<file path="src/core/expander_map.svh">
// Register pointers, reset values and fixed figures of the port expander
`ifndef EXPANDER_MAP_SVH
`define EXPANDER_MAP_SVH

`define PTR_INPUT 2'h0
`define PTR_OUTPUT 2'h1
`define PTR_INVERT 2'h2
`define PTR_DIRECTION 2'h3

`define RST_POINTER 2'h0
`define RST_OUTPUT 8'h00
`define RST_INVERT 8'hf0
`define RST_DIRECTION 8'hff

// Fixed upper four bits of the 7-bit slave address
`define ADDR_UPPER 4'h5

`define BYTE_BITS 4'h8
`define LAST_SEND_BIT 4'h7
`define COUNT_ZERO 4'h0
`define COUNT_STEP 4'h1

`define CLK_PERIOD_NS 100
`define RESET_PULSE_NS 2
`define RESET_PULSE_CYCLES ((`RESET_PULSE_NS + `CLK_PERIOD_NS - 1) / `CLK_PERIOD_NS)

`endif

</file>
<file path="src/core/expander_pkg.sv">
// Types shared by the port expander modules
package expander_pkg;

    typedef enum logic [2:0] {
        st_idle,
        st_recv,
        st_ack,
        st_send,
        st_mack,
        st_ignore
    } link_state_t;

    typedef enum logic [1:0] {
        ph_addr,
        ph_cmd,
        ph_data
    } phase_t;

    typedef struct packed {
        link_state_t state;
        link_state_t after;
        phase_t phase;
        logic [3:0] count;
        logic [7:0] shift;
        logic [1:0] pointer;
        logic [7:0] out_value;
        logic [7:0] invert;
        logic [7:0] direction;
        logic master_nack;
    } core_state_t;

    typedef struct packed {
        logic [1:0] scl;
        logic [1:0] sda;
        logic [1:0] rst_n;
        logic scl_prev;
        logic sda_prev;
        logic [2:0] addr_meta;
        logic [2:0] addr_sync;
        logic [7:0] pin_meta;
        logic [7:0] pin_sync;
    } sampler_state_t;

endpackage : expander_pkg

</file>
<file path="src/core/expander_link_if.sv">
// Signals between the line sampler, the pin drivers and the serial core
interface expander_link_if;
    logic scl_rise;
    logic scl_fall;
    logic start_seen;
    logic stop_seen;
    logic sda_level;
    logic ext_reset;
    logic [2:0] addr_level;
    logic [7:0] pin_level;
    logic [7:0] out_value;
    logic [7:0] invert;
    logic [7:0] direction;
    logic [7:0] input_level;

    modport sampler(output scl_rise, scl_fall, start_seen, stop_seen, sda_level, ext_reset, addr_level, pin_level);
    modport ports(input out_value, invert, direction, pin_level, output input_level);
    modport core(input scl_rise, scl_fall, start_seen, stop_seen, sda_level, ext_reset, addr_level, pin_level,
                 input input_level, output out_value, invert, direction);
endinterface : expander_link_if

</file>
<file path="src/core/line_sampler.sv">
// Two-stage synchronisers and bus condition detection for all outside inputs
module line_sampler (
    input wire logic clk,
    input wire logic reset,
    input wire logic scl_in,
    input wire logic sda_in,
    input wire logic ext_reset_n,
    input wire logic [2:0] addr_select,
    input wire logic [7:0] port_in,
    expander_link_if.sampler link
);
    expander_pkg::sampler_state_t s_reg;
    expander_pkg::sampler_state_t s_next;

    always_comb begin
        s_next = s_reg;
        s_next.scl = {s_reg.scl[0], scl_in};
        s_next.sda = {s_reg.sda[0], sda_in};
        s_next.rst_n = {s_reg.rst_n[0], ext_reset_n};
        s_next.scl_prev = s_reg.scl[1];
        s_next.sda_prev = s_reg.sda[1];
        s_next.addr_meta = addr_select;
        s_next.addr_sync = s_reg.addr_meta;
        s_next.pin_meta = port_in;
        s_next.pin_sync = s_reg.pin_meta;
        if (reset) begin
            // Idle bus; external reset seen as asserted until sampled high
            s_next = '0;
            s_next.scl = 2'h3;
            s_next.sda = 2'h3;
            s_next.scl_prev = 1'h1;
            s_next.sda_prev = 1'h1;
        end
    end

    always_ff @(posedge clk) begin
        s_reg <= s_next;
    end

    assign link.scl_rise = s_reg.scl[1] & ~s_reg.scl_prev;
    assign link.scl_fall = ~s_reg.scl[1] & s_reg.scl_prev;
    assign link.start_seen = s_reg.scl[1] & s_reg.scl_prev & s_reg.sda_prev & ~s_reg.sda[1];
    assign link.stop_seen = s_reg.scl[1] & s_reg.scl_prev & ~s_reg.sda_prev & s_reg.sda[1];
    assign link.sda_level = s_reg.sda[1];
    assign link.ext_reset = ~s_reg.rst_n[1];
    assign link.addr_level = s_reg.addr_sync;
    assign link.pin_level = s_reg.pin_sync;
endmodule : line_sampler

</file>
<file path="src/core/port_pin_driver.sv">
// Port pin drivers and the inverted input view
module port_pin_driver (
    expander_link_if.ports link,
    output logic [7:0] port_out,
    output logic [7:0] port_drive_n
);
    // Pin 0 can only sink; it never drives high
    assign port_out[0] = 1'h0;
    assign port_drive_n[0] = link.direction[0] | link.out_value[0];

    genvar i;
    generate
        for (i = 1; i < 8; i++) begin : g_push_pull
            assign port_out[i] = link.out_value[i];
            assign port_drive_n[i] = link.direction[i];
        end
    endgenerate

    // Inversion only on pins set as inputs
    assign link.input_level = link.pin_level ^ (link.invert & link.direction);
endmodule : port_pin_driver

</file>
<file path="src/core/smbus_octal_io_expander.sv">
// SMBus slave with eight port pins and four byte registers behind a pointer
`include "expander_map.svh"

module smbus_octal_io_expander (
    input wire logic clk,
    input wire logic reset,
    input wire logic scl_in,
    input wire logic sda_in,
    output logic sda_out,
    output logic sda_drive_n,
    input wire logic ext_reset_n,
    input wire logic addr_select_bit0,
    input wire logic addr_select_bit1,
    input wire logic addr_select_bit2,
    input wire logic [7:0] port_in,
    output logic [7:0] port_out,
    output logic [7:0] port_drive_n
);
    expander_link_if link();

    expander_pkg::core_state_t c_reg;
    expander_pkg::core_state_t c_next;

    logic rst;
    logic [6:0] own_addr;
    logic byte_end;
    logic read_load;

    line_sampler u_sampler (
        .clk(clk),
        .reset(reset),
        .scl_in(scl_in),
        .sda_in(sda_in),
        .ext_reset_n(ext_reset_n),
        .addr_select({addr_select_bit2, addr_select_bit1, addr_select_bit0}),
        .port_in(port_in),
        .link(link.sampler)
    );

    port_pin_driver u_pins (
        .link(link.ports),
        .port_out(port_out),
        .port_drive_n(port_drive_n)
    );

    // Power-on and external reset act alike
    assign rst = reset | link.ext_reset;

    assign own_addr = {`ADDR_UPPER, link.addr_level};

    assign byte_end = (c_reg.state == expander_pkg::st_recv) && link.scl_fall && (c_reg.count == `BYTE_BITS);
    assign read_load = (c_reg.state == expander_pkg::st_ack) && link.scl_fall
                       && (c_reg.after == expander_pkg::st_send);

    function automatic logic [7:0] read_select(
        input logic [1:0] ptr,
        input expander_pkg::core_state_t s,
        input logic [7:0] level
    );
        if (ptr == `PTR_INPUT) begin
            read_select = level;
        end else if (ptr == `PTR_OUTPUT) begin
            read_select = s.out_value;
        end else if (ptr == `PTR_INVERT) begin
            read_select = s.invert;
        end else begin
            read_select = s.direction;
        end
    endfunction : read_select

    always_comb begin
        c_next = c_reg;
        case (c_reg.state)
            expander_pkg::st_recv: begin
                if (link.scl_rise) begin
                    c_next.shift = {c_reg.shift[6:0], link.sda_level};
                    c_next.count = c_reg.count + `COUNT_STEP;
                end else if (byte_end) begin
                    c_next.count = `COUNT_ZERO;
                    c_next.state = expander_pkg::st_ack;
                    c_next.after = expander_pkg::st_recv;
                    case (c_reg.phase)
                        expander_pkg::ph_addr: begin
                            if (c_reg.shift[7:1] != own_addr) begin
                                c_next.state = expander_pkg::st_ignore;
                            end else if (c_reg.shift[0]) begin
                                c_next.after = expander_pkg::st_send;
                            end else begin
                                c_next.phase = expander_pkg::ph_cmd;
                            end
                        end
                        expander_pkg::ph_cmd: begin
                            c_next.pointer = c_reg.shift[1:0];
                            c_next.phase = expander_pkg::ph_data;
                        end
                        default: begin
                            // Write takes effect at its acknowledge
                            if (c_reg.pointer == `PTR_OUTPUT) begin
                                c_next.out_value = c_reg.shift;
                            end else if (c_reg.pointer == `PTR_INVERT) begin
                                c_next.invert = c_reg.shift;
                            end else if (c_reg.pointer == `PTR_DIRECTION) begin
                                c_next.direction = c_reg.shift;
                            end else begin
                                c_next.shift = c_reg.shift;
                            end
                        end
                    endcase
                end
            end
            expander_pkg::st_ack: begin
                if (link.scl_fall) begin
                    c_next.state = c_reg.after;
                    if (c_reg.after == expander_pkg::st_send) begin
                        // Register sampled at the end of the acknowledge
                        c_next.shift = read_select(c_reg.pointer, c_reg, link.input_level);
                    end
                end
            end
            expander_pkg::st_send: begin
                if (link.scl_fall) begin
                    if (c_reg.count == `LAST_SEND_BIT) begin
                        c_next.state = expander_pkg::st_mack;
                        c_next.count = `COUNT_ZERO;
                    end else begin
                        c_next.shift = {c_reg.shift[6:0], 1'h0};
                        c_next.count = c_reg.count + `COUNT_STEP;
                    end
                end
            end
            expander_pkg::st_mack: begin
                if (link.scl_rise) begin
                    c_next.master_nack = link.sda_level;
                end else if (link.scl_fall) begin
                    if (c_reg.master_nack) begin
                        c_next.state = expander_pkg::st_ignore;
                    end else begin
                        c_next.state = expander_pkg::st_send;
                        c_next.shift = read_select(c_reg.pointer, c_reg, link.input_level);
                    end
                end
            end
            default: begin
                c_next.state = c_reg.state;
            end
        endcase

        // Repeated start restarts address reception
        if (link.start_seen) begin
            c_next.state = expander_pkg::st_recv;
            c_next.phase = expander_pkg::ph_addr;
            c_next.count = `COUNT_ZERO;
        end
        // Stop drops any read in progress; acknowledged writes stay
        if (link.stop_seen) begin
            c_next.state = expander_pkg::st_idle;
        end

        if (rst) begin
            c_next = '0;
            c_next.state = expander_pkg::st_idle;
            c_next.after = expander_pkg::st_idle;
            c_next.phase = expander_pkg::ph_addr;
            c_next.pointer = `RST_POINTER;
            c_next.out_value = `RST_OUTPUT;
            c_next.invert = `RST_INVERT;
            c_next.direction = `RST_DIRECTION;
        end
    end

    always_ff @(posedge clk) begin
        c_reg <= c_next;
    end

    assign link.out_value = c_reg.out_value;
    assign link.invert = c_reg.invert;
    assign link.direction = c_reg.direction;

    // Data line is open drain: only ever pulled low
    assign sda_out = 1'h0;
    assign sda_drive_n = ~((c_reg.state == expander_pkg::st_ack)
                         || ((c_reg.state == expander_pkg::st_send) && !c_reg.shift[7]));
endmodule : smbus_octal_io_expander

</file>
<file path="config.mk">
export PLATFORM = sky130hd
export DESIGN_NAME = smbus_octal_io_expander
export DESIGN_NICKNAME = d
export VERILOG_FILES = /design/src/core/expander_pkg.sv /design/src/core/expander_link_if.sv /design/src/core/line_sampler.sv /design/src/core/port_pin_driver.sv /design/src/core/smbus_octal_io_expander.sv
export VERILOG_INCLUDE_DIRS = /design/src /design/src/core
export SDC_FILE = /design/constraint.sdc
export NUM_CORES = 1
export LEC_CHECK = 0
export CORE_MARGIN = 1.5
export CORE_UTILIZATION = 45
export DETAILED_ROUTE_END_ITERATION = 10
export DONT_BUFFER_PORTS = 1
export HOLD_SLACK_MARGIN = 0.12
export PLACE_DENSITY = 0.62
export SYNTH_ARGS = -nofsm -noshare
export SYNTH_HDL_FRONTEND = slang
export SYNTH_HIERARCHICAL = 1
export SYNTH_SLANG_ARGS = --single-unit
</file>
<file path="constraint.sdc">
create_clock -name clk -period 2.45 [get_ports clk]
set_input_delay 0.245 -clock clk [delete_from_list [all_inputs] [get_ports clk]]
set_output_delay 0.245 -clock clk [all_outputs]
set_load 0.02 [all_outputs]
</file>
; ---- Word-level counts from Yosys, hierarchy flattened
; Cells that the tools add are included.
[word_totals]
regBits = 77
latch_bits = 0
mem_bits_rw = 0
rom_bits = 0
n_memories = 0
[op_classes]
add_sub_neg = 1
multipliers = 0
n_div = 0
magnitude_cmp = 0
eq_ne = 33
shifts = 0
muxes = 40
bitwise_logic = 21
n_reduce_logical = 26
[op_table]
columns = cell, count
row1 = 8-bit two-way mux, 14
row2 = 46-bit two-way mux, 1
row3 = 8-bit case mux with 4 select lines, 1
row4 = 12-bit two-way mux, 2
row5 = 24-bit two-way mux, 1
row6 = "3-bit != test, second input constant", 8
row7 = 3-bit two-way mux, 7
row8 = 5-bit two-way mux, 4
row9 = "2-bit != test, second input constant", 10
row10 = 16-bit two-way mux, 1
row11 = 8-bit AND reduction, 2
row12 = 3-bit case mux with 4 select lines, 1
row13 = 6-bit AND reduction, 2
row14 = "5-bit != test, second input constant", 2
row15 = 1-bit inverter, 10
row16 = "3-bit by 2-bit equality test with 1-bit output, second input constant", 3
row17 = 9-bit AND reduction, 1
row18 = 8-bit bitwise AND, 1
row19 = 4-bit case mux with 2 select lines, 1
row20 = 8-bit bitwise XOR, 1
row21 = 1-bit bitwise AND, 7
row22 = 7-bit by 6-bit != test with 1-bit output, 1
row23 = 7-bit AND reduction, 1
row24 = 2-bit two-way mux, 3
row25 = 26 further kinds, 36

; ---- Logic depth before layout (Yosys ltp)
; Gate-level depths: netlist (run 1).
[logic_depth]
ltp_word = 12
ltp_mapped = 8
mapped_depth_nobuf = 6

; ---- Modules after synthesis
; Netlist (run 1), hierarchy kept.
[modules_own_cells]
columns = module, instances, cells_each, area_per_inst_um2
row1 = smbus_octal_io_expander, 1, 292, 2598.7
row2 = line_sampler, 1, 79, 928.4
row3 = port_pin_driver, 1, 33, 222.7

; ---- Worst setup path before layout (run 1)
; No wires, ideal clock.
[synth_path]
kind = register to register
startpoint = register u_sampler/s_reg[29] in the netlist's numbering
endpoint = register c_reg[44] in the netlist's numbering
arrival_time_ns = 1.684
slack_ns = 0.641
path_stages_with_launch = 8
path_buffers = 2
synth_period_minus_slack_ns = 1.809
path_cell_list = dfxtp_1 nor2b_1 buf_4 nor4b_4 and2_1 buf_6 o22ai_2 o41a_1
[synth_via]
elab_cells_between_ends = 21
cone_classes = 7 x eq/ne / 1 x mux / 8 x bitwise / 5 x reduce/logical
[synth_rtl]
columns = element, line
row1 = from (decl), line_sampler.sv:12  ; expander_pkg::sampler_state_t s_reg;
row2 = from (signal assigned), line_sampler.sv:37  ; s_reg <= s_next;
row3 = 1-bit bitwise AND *, line_sampler.sv:40  ; assign link.scl_rise = s_reg.scl[1] & ~s_reg.scl_prev;
row4 = via link.scl_rise, expander_link_if.sv:3  ; logic scl_rise;
row5 = 3-bit != test (no line), -
row6 = 8-bit AND reduction (no line) *, -
row7 = to (signal assigned), smbus_octal_io_expander.sv:172  ; c_reg <= c_next;
row8 = to (decl), smbus_octal_io_expander.sv:21  ; expander_pkg::core_state_t c_reg;
; Mark *: on every way through the listed nets, which the timed path passes. The rest lies on a longest branch.
; A chain may end at the register's enable or synchronous reset.

; ---- Final worst setup path (run 1)
[layout_path]
startpoint = register c_reg[44] in the netlist's numbering
endpoint = register c_reg[44] in the netlist's numbering
[layout_via]
elab_chain_cells = 5
elab_cells_between_ends = 17
cone_classes = 11 x eq/ne / 2 x mux / 4 x reduce/logical
[layout_lines]
columns = element, line
row1 = 3-bit by 1-bit equality test with 1-bit output, "smbus_octal_io_expander.sv:51, smbus_octal_io_expander.sv:73"
row2 = 1-bit logical AND (2 in series), smbus_octal_io_expander.sv:51  ; assign byte_end = (c_reg.state == expander_pkg::st_recv) && link.scl_fall && (c_reg.count == `BYTE_BITS);
row3 = 3-bit != test (no line), -
row4 = 8-bit AND reduction (no line), -
; Several ways; a longest one is shown, not always the timed one.

==> results.tsv, run 1 <==
stage	metric	value	unit
status	outcome	complete, no violations	
critical_path	cp-end-kind	flip-flop	
synthesis	yosysWarnings	6	
route	dr_wl_met2	3.18	mm
placement	gp_congestion	0.852	
cts	hold_buffers	15	
route	wl	7.41	mm
timing	setup_viol	0	
route	drcViolationCount	0	
critical_path	start_kind	flip-flop	
timing	period_share	83.4	%
timing	drv_slew	0	
cts	cts.htree.levels	3	
die	die_width	94.3	um
die	dieHeight	94.3	um
die	core	0.00813	mm2
route	drtPass1Iterations	4	
synthesis	async_flop_share	0	%
grt	grt_max_degree	31	
final_layout	syn2layout_area_growth	6.44	%
critical_path	critPathRequiredTime	2680	ps
placement	placed_area	0.00363	mm2
final_layout	finalInstanceArea	0.00399	mm2
route	dr_wl_met3	340	um
pwr	leakage	1.64	nW
critical_path	path_class	flip-flop to flip-flop	
synthesis	synthCells	404	
timing	hold_viol_final	0	
die	rows	33	
die	io_pins	34	
cts	clkTransAtPathRegs	80	ps
critical_path	timing.rr.start	c_reg[44]	
critical_path	worstPathMaxFanout	11	
grt	grt_pass1_vias	2369	
route	initialDrtViolationCount	132	
final_layout	n_antenna_cell	0	
cts	clock_latency	340	ps
synthesis	synth_cell_types	60	
pwr	p_per_area	591	mW/mm2
route	wl_per_cell	14.8	um
synthesis	syn_avg_cell_area	9.28	um2
hold_path	hold_class	input pin to flip-flop	
hold_path	min-delay-start	reset	
timing	period_minus_slack	2040	ps
placement	hpwlAfterDp	5.22	mm
grt	grt_overflow	0	
timing	relSlewSlack	39.0	%
timing	worst_slew_pin_slew	911	ps
placement	io_buffers	0	
synthesis	synth_edf_count	0	
route	viasPerCell	5.23	
cts	post_cts_buffers	0	
cts	cts_tree	yes	
route	m1WireLength	3.79	mm
placement	place_ws	432	ps
synthesis	synth_area	0.00375	mm2
timing	rsz0062_at_grt	no	
route	ant_nets	0	
route	vias	2608	
cts	cts-buffers-inserted	9	
timing	clock_skew	7.39	ps
cts	cts_buffer_depth	2	
route	dr.max_layer_used	met4	
synthesis	ys_seq_area_share	40.6	%
cts	cts_root_buffer	clkbuf_8	
synthesis	synth_seq_cells	76	
cts	numClockSinks	76	
grt	grt_pass1_wl	12.1	mm
critical_path	startpoint	c_reg[44]	
die	start_util	46.1	%
grt	antenna_found_initial	0	
flow_run	cap_violations	0	
grt	grtUsageTotal	18.1	%
final_layout	layout.cells.non_filler	499	
synthesis	syn-num-nets	426	
final_layout	largest_reg_flops	22	
cts	ctsResizeCount	0	
timing	finalSetupTns	0	ps
synthesis	ys_dominant_reg_cell	dfxtp_1	
die	dieArea	0.00889	mm2
pwr	peakVddDrop	0.323	mV
final_layout	final_layout_size_suffix_gt1_share	10.4	%
final_layout	nNetsFinal	412	
timing	fmax	0.490	GHz
pwr	power	2.36	mW
timing	setup_ws	407	ps
critical_path	arrival	2270	ps
final_layout	fillers	768	
placement	dp.cells	469	
==> Yosys cell counts, drive strengths merged, types with 2 or more instances <==
master,instances,area share [%]
xor2,3,0.70
dfxtp,76,41
or2,9,1.5
nor4,2,0.33
a221o,8,2.1
o21ai,12,1.7
ha,6,2.0
nand3,4,0.53
and3b,2,0.47
nand4,4,1.2
conb,2,0.20
inv,17,1.7
nor2b,32,5.3
nand3b,2,0.40
clkbuf,9,0.90
nand2,39,3.9
nor3b,10,2.0
a21oi,9,1.2
nor4b,2,0.87
buf,40,7.6
and4b,3,0.80
nand4b,2,0.47
nor2,25,2.5
mux2i,35,9.3
mux2,7,2.1
o22ai,10,1.8
xnor2,8,1.9
==> metal layers <==
layer	global-route usage, %	up-vias
li1	-	1330
met1	26.4	1210
met2	24.8	59
met3	3.96	9
met4	8.58	0
met5	0	-
==> stage by stage <==
step	utilization (%)	hold slack, ps
6_report	49.1	215
5_1_grt	49.1	218
4_1_cts	49.1	201
3_5_place_dp	44.6	321
3_3_place_gp	44.6	320
2_1_floorplan	-	342
==> cell type report <==
type / count / area, um2 / area share, %
well taps: 105 / 131 / 3.29
flip-flops and latches: 76 / 1520 / 38.1
repair buffers: 24 / 218 / 5.45
multi-input cells: 262 / 1850 / 46.2
clock inverters: 6 / 87.6 / 2.19
clock buffers: 9 / 124 / 3.10
inverters: 17 / 63.8 / 1.60
==> critical path, stage by stage, from the launching register on <==
cell     delay, ps
dfxtp_1        560
nor4b_4        460
and2_1         390
o22ai_2        120
o41a_1         400
==> cell usage in the layout, fill, tap and decap left out, drive strengths merged, types with 2 or more instances in the layout <==
cell type    Yosys  routed
a21oi            9       9
a221o            8       8
and3b            2       2
and4b            3       3
buf             40       9
bufinv           0       2
clkbuf           9       9
clkinv           0       3
conb             2       2
dfxtp           76      76
dlygate4sd3      0      15
ha               6       6
inv             17      18
mux2             7       7
mux2i           35      35
nand2           39      39
nand3            4       4
nand3b           2       2
nand4            4       4
nand4b           2       2
nor2            25      25
nor2b           32      32
nor3b           10      10
nor4             2       2
nor4b            2       2
o21ai           12      12
o22ai           10      10
or2              9       9
xnor2            8       8
xor2             3       3
==> path summary, 6_finish.rpt <==
path | endpoint | slack, ps | cells after the start
setup / recovery | c_reg[44] | 410 | 4
hold / removal | link.direction[6] | 210 | 3
setup reg to reg | c_reg[44] | 410 | 4
hold reg to reg | u_sampler/s_reg[29] | 410 | 1
==> kinds of logic after synthesis <==
kind of cell | Yosys count | share of synthesized area [%]
buffers and inverters | 66 | 10.2
other | 2 | 0.200
AOI/OAI and AO/OA | 57 | 11.1
muxes | 42 | 11.4
xor gates and xnor gates | 11 | 2.57
and+or+nand+nor | 144 | 21.9
DFF | 76 | 40.6
adders and majority gates | 6 | 2.00
==> report_power, final <==
| group | internal (mW) | switching (mW) |
|---|---|---|
| combinational | 0.0425 | 0.0334 |
| sequential | 1.26 | 0.00889 |
| clock | 0.569 | 0.448 |
| total | 1.87 | 0.491 |
No activity file was read; power rests on OpenSTA's default activity.
==> run 2, diff against run 1 <==
--- a/config.mk
+++ b/config.mk
@@ -11,7 +11,7 @@
 export DETAILED_ROUTE_END_ITERATION = 10
 export DONT_BUFFER_PORTS = 1
 export HOLD_SLACK_MARGIN = 0.12
-export PLACE_DENSITY = 0.62
+export PLACE_DENSITY = 0.64
 export SYNTH_ARGS = -nofsm -noshare
 export SYNTH_HDL_FRONTEND = slang
 export SYNTH_HIERARCHICAL = 1
==> constraint.sdc (replaced) <==
create_clock -name clk -period 1.7 [get_ports clk]
set_input_delay 0.17 -clock clk [delete_from_list [all_inputs] [get_ports clk]]
set_output_delay 0.17 -clock clk [all_outputs]
set_load 0.02 [all_outputs]
==> run 2 against run 1 <==
- register-to-register slack worse by 380 ps
- sequential share of layout area is 5.4 points lower
- fmax is 22% higher
- largest power group unchanged
- die area stayed put
- combinational power is 69% higher
- clock-buffer cell count stayed put
- clock skew is 1.5 ps higher
==> results.tsv, run 2 (same netlist as run 1, synthesis figures left out) <==
stage	metric	value	unit
timing	relSlewSlack	38.0	%
die	die_width	94.3	um
die	rows	33	
final_layout	layout.cells.non_filler	553	
timing	period_minus_slack	1670	ps
critical_path	critPathRequiredTime	1990	ps
final_layout	final_cell_mix	dfxtp_1 (70), buf_4 (51), nand2_1 (39), mux2i_1 (34), nor2b_1 (26)	
status	outcome	complete, no violations	
placement	dp.cells	518	
pwr	p_sw	828	uW
cts	cts_buffer_depth	2	
cts	cts_tree	yes	
timing	worst_slew_pin_slew	930	ps
route	wl_per_cell	15.2	um
grt	antenna_found_initial	0	
route	wl	8.39	mm
route	ant_nets	0	
placement	hpwlAfterDp	5.68	mm
grt	grt_pass1_vias	2517	
route	initialDrtViolationCount	206	
hold_path	hold_class	input pin to flip-flop	
pwr	power	3.27	mW
final_layout	largest_reg_flops	22	
die	start_util	46.1	%
placement	io_buffers	0	
pwr	peakVddDrop	0.522	mV
die	io_pins	34	
pwr	swShare	25.3	%
timing	rsz0062_at_grt	yes	
critical_path	arrival	1960	ps
pwr	comb_power_share	3.9	%
die	dieHeight	94.3	um
grt	grt_max_degree	32	
final_layout	syn2layout_area_growth	25.2	%
critical_path	worstPathMaxFanout	5	
timing	clock_skew	8.86	ps
timing	drv_slew	0	
die	dieArea	0.00889	mm2
pwr	sequentialPowerShare	55.6	%
pwr	leakage	1.98	nW
route	drtPass1Iterations	4	
pwr	internal_power	2.45	mW
flow_run	cap_violations	0	
final_layout	final_common_cell	dfxtp_1	
timing	setup_viol	0	
grt	grt_overflow	0	
timing	hold_viol_final	0	
cts	numClockSinks	76	
final_layout	final_layout_size_suffix_gt1_share	29.0	%
cts	clkTransAtPathRegs	90	ps
critical_path	start_kind	flip-flop	
critical_path	path_class	flip-flop to flip-flop	
grt	grt_pass1_wl	12.7	mm
route	drcViolationCount	0	
timing	hold_ws	118	ps
pwr	pwr-share-clk	40.5	%
critical_path	cp-end-kind	flip-flop	
timing	fmax	0.598	GHz
route	vias	2860	
die	core	0.00813	mm2
cts	cts.htree.levels	3	
final_layout	nNetsFinal	465	
cts	cts_root_buffer	clkbuf_8	
final_layout	n_antenna_cell	0	
cts	clock_latency	360	ps
placement	gp_congestion	0.850	
grt	grtUsageTotal	18.8	%
timing	period_share	98.3	%
route	viasPerCell	5.17	
pwr	p_per_area	698	mW/mm2
cts	cts-buffers-inserted	9	
==> run 2: final cells by class <==
cell class	count	area [um2]
fillers	704	3440
multi-input cells	262	2070
flip-flops and latches	76	1530
repair buffers	77	699
well taps	105	131
clock buffers	9	124
inverters	17	66.3
clock inverters	7	65.1
==> run 2: worst max-delay path, stage by stage (launching register included) <==
cell,delay (ps)
dfxtp_4,390
inv_4,50
ha_4,170
buf_12,140
mux2i_1,120
a221o_1,310
mux2_2,270
o22ai_2,150
==> run 2: stage by stage <==
step	setup WS, ps	setup TNS, ps	utilization, %	area, um2
floorplan	-81.7	-393	-	3750
global placement	-15.7	-79.7	49.5	4030
detailed placement	-95.3	-226	49.5	4030
CTS	-34.0	-60.0	54.3	4420
global route	-24.9	-69.4	57.7	4690
finish	28.5	0	57.7	4690
==> run 2: final timing paths <==
path / start / to / slack (ps) / cells after the start
worst max register to register: c_reg[25] / c_reg[28] / 30 / 7
worst max-delay path: c_reg[25] / c_reg[28] / 30 / 7
worst min register to register: u_sampler/s_reg[26] / u_sampler/link.sda_level / 410 / 1
worst min-delay path: reset / c_reg[46] / 120 / 3
==> run 2: what timing repair did <==
action                                  CTS  global route
pin swaps                                 4            12
setup buffers                             0             4
endpoints found under the setup margin   13            40
gates cloned                              0             1
hold buffers                             15             0
resized for setup                        13            46
hold endpoints to repair                 31             0
==> run 2: layer usage <==
layer	GRT usage (%)	routed length, um
met1	26.5	3730
met4	7.46	111
met3	4.29	628
met5	0	0
met2	27.5	3920
==> run 2: power by group through the flow <==
stage | Combinational [mW] | Sequential, mW | Clock (mW)
2_1_floorplan | 0.0931 | 1.86 | 0
3_3_place_gp | 0.0869 | 1.86 | 0
3_5_place_dp | 0.0879 | 1.86 | 0
4_1_cts | 0.124 | 1.82 | 1.36
5_1_grt | 0.142 | 1.82 | 1.43
6_report | 0.128 | 1.82 | 1.33
==> run 3, diff against run 2 <==
--- a/config.mk
+++ b/config.mk
@@ -6,6 +6,7 @@
 export SDC_FILE = /design/constraint.sdc
 export NUM_CORES = 1
 export LEC_CHECK = 0
+export ABC_AREA = 1
 export CORE_MARGIN = 1.5
 export CORE_UTILIZATION = 45
 export DETAILED_ROUTE_END_ITERATION = 10
==> run 3 against run 2 <==
- area after synthesis rose by 5.1%
- critical path type unchanged
- synthesized cell count rose by 39%
- largest power group unchanged
- hold slack improved by 33 ps
- largest cell class unchanged
==> results.tsv, run 3 <==
stage	metric	value	unit
cts	cts_buffer_depth	2	
timing	clock_skew	9.51	ps
die	io_pins	34	
final_layout	finalInstanceArea	0.00440	mm2
critical_path	timing.rr.start	c_reg[35]	
grt	grt_max_degree	30	
route	initialDrtViolationCount	312	
grt	grt_pass1_wl	14.3	mm
critical_path	cp-end-kind	flip-flop	
route	wl_per_cell	13.4	um
synthesis	yosysTopAreaCellShare	38.6	%
final_layout	final_common_cell	nand2_1	
timing	hold_viol_final	0	
die	dieHeight	96.6	um
critical_path	reg2reg_slack	80	ps
critical_path	rr_worst_depth	10	
synthesis	yosysTopAreaCell	dfxtp_1	
critical_path	r2r-end	link.invert[0]	
grt	grt_pass1_vias	2998	
route	vias	3374	
grt	grtUsageTotal	20.4	%
cts	clock_latency	350	ps
cts	numClockSinks	76	
final_layout	final_util	52.7	%
placement	hpwlAfterDp	6.41	mm
placement	place_ws	10.0	ps
timing	period_share	95.5	%
final_layout	layout.cells.non_filler	685	
final_layout	nNetsFinal	597	
timing	period_minus_slack	1620	ps
timing	fmax	0.616	GHz
grt	grt_overflow	0	
synthesis	synth_area	0.00394	mm2
synthesis	synth_cell_types	35	
route	drcViolationCount	0	
synthesis	synthCells	563	
route	drtPass1Iterations	5	
synthesis	synth_edf_count	0	
pwr	power	3.23	mW
final_layout	final_layout_size_suffix_gt1_share	15.5	%
hold_path	whs_path_depth	5	
synthesis	ys_seq_area_share	38.6	%
synthesis	synth_seq_cells	76	
synthesis	ys_top_cells_by_count	nand2_1 (133), inv_1 (85), nor2_1 (78)	
synthesis	syn_avg_cell_area	7.00	um2
synthesis	yosysMostFrequentCell	nand2_1	
die	core	0.00834	mm2
cts	clkTransAtPathRegs	90	ps
critical_path	arrival	1920	ps
critical_path	critPathRequiredTime	1990	ps
placement	placed_area	0.00395	mm2
synthesis	syn-num-nets	585	
final_layout	n_antenna_cell	0	
die	rows	33	
synthesis	netlist_top_cells_area	dfxtp_1 (39%), nand2_1 (13%), inv_1 (8.1%)	
flow_run	cap_violations	0	
synthesis	yosysWarnings	6	
die	start_util	47.3	%
timing	worst_slew_pin_slew	920	ps
cts	cts_root_buffer	clkbuf_8	
placement	gp_congestion	0.899	
final_layout	final_cell_mix	nand2_1 (129), inv_1 (82), nor2_1 (72), dfxtp_1 (72), nand3_1 (29)	
final_layout	fillers	795	
synthesis	async_flop_share	0	%
die	die_width	96.6	um
timing	rsz0062_at_grt	yes	
pwr	p_per_area	734	mW/mm2
hold_path	min-delay-start	reset	
final_layout	largest_reg_flops	22	
status	outcome	complete, no violations	
grt	antenna_found_initial	0	
route	wl	9.17	mm
synthesis	ys_dominant_reg_cell	dfxtp_1	
final_layout	syn2layout_area_growth	11.6	%
hold_path	hold_class	input pin to flip-flop	
pwr	leakage	2.19	nW
timing	setup_viol	0	
cts	cts_tree	yes	
pwr	peakVddDrop	0.460	mV
critical_path	worstPathMaxFanout	13	
timing	setup_ws	77.0	ps
route	ant_nets	0	
placement	dp.cells	647	
die	dieArea	0.00933	mm2
placement	io_buffers	0	
route	viasPerCell	4.93	
cts	cts.htree.levels	3	
critical_path	path_class	flip-flop to flip-flop	
critical_path	start_kind	flip-flop	
timing	relSlewSlack	38.5	%
cts	cts-buffers-inserted	9	
timing	drv_slew	0	
hold_path	min_to	c_reg[39]	
-- run 3: kinds of logic (layout without fill, tap and decap cells) --
kind of cell | Yosys count | in the layout | synth area share, %
buffers and inverters | 130 | 144 | 16.1
AND/OR/NAND/NOR | 268 | 271 | 30.2
other | 2 | 2 | 0.191
flip-flops | 76 | 76 | 38.6
adder cells (fa/ha/maj) | 6 | 6 | 1.90
AO/OA/AOI/OAI | 81 | 81 | 13.0
-- run 3: through the flow --
step / hold WS (ps) / setup TNS, ps
2_1_floorplan: 267 / 0
3_3_place_gp: 245 / 0
3_5_place_dp: 245 / 0
4_1_cts: 123 / 0
5_1_grt: 148 / -7.21
6_report: 151 / 0
-- run 3: worst max-delay path by stage --
stage / start / to / depth (start not counted)
2_1_floorplan: u_sampler/s_reg[29] / c_reg[27] / 9
3_3_place_gp: u_sampler/s_reg[23] / c_reg[45] / 9
3_5_place_dp: u_sampler/s_reg[23] / c_reg[45] / 9
4_1_cts: c_reg[26] / link.invert[0] / 7
5_1_grt: c_reg[35] / link.invert[0] / 10
6_report: c_reg[35] / link.invert[0] / 10
-- run 3: what timing repair did --
item,4_1_cts,5_1_grt
gates cloned,0,3
pin swaps,0,4
gates resized for setup,1,24
buffers inserted,0,4
hold buffers,15,0
hold endpoints to repair,30,0
setup endpoints to repair,1,31
-- run 3: layer usage --
layer | track usage, % | routed length [um]
met1 | 27.5 | 4330
met2 | 30.9 | 4010
met3 | 4.77 | 588
met4 | 9.42 | 240
met5 | 0 | 0
-- run 3: layout make-up --
class / count / area, um2 / share of cell area [%]
multi-input combinational: 360 / 1880 / 42.7
sequential: 76 / 1530 / 34.8
timing repair buffer: 41 / 358 / 8.14
inverter: 87 / 327 / 7.43
tap: 105 / 131 / 2.99
clock buffer: 10 / 128 / 2.90
clock inverter: 6 / 48.8 / 1.11
-- run 3: critical path: stages, from the launching register on --
cell and delay (ps):
dfxtp_1 330, inv_1 100, ha_1 150, nand4_1 130
inv_2 100, nand2_4 70, nor2_8 190, nand2_4 150
inv_1 140, o21ai_0 100, a21oi_1 120
-- run 3: where the power goes --
group / switching, mW / internal [mW]
Combinational: 0.0684 / 0.0544
Sequential: 0.0139 / 1.81
Clock: 0.734 / 0.546
Total: 0.817 / 2.41
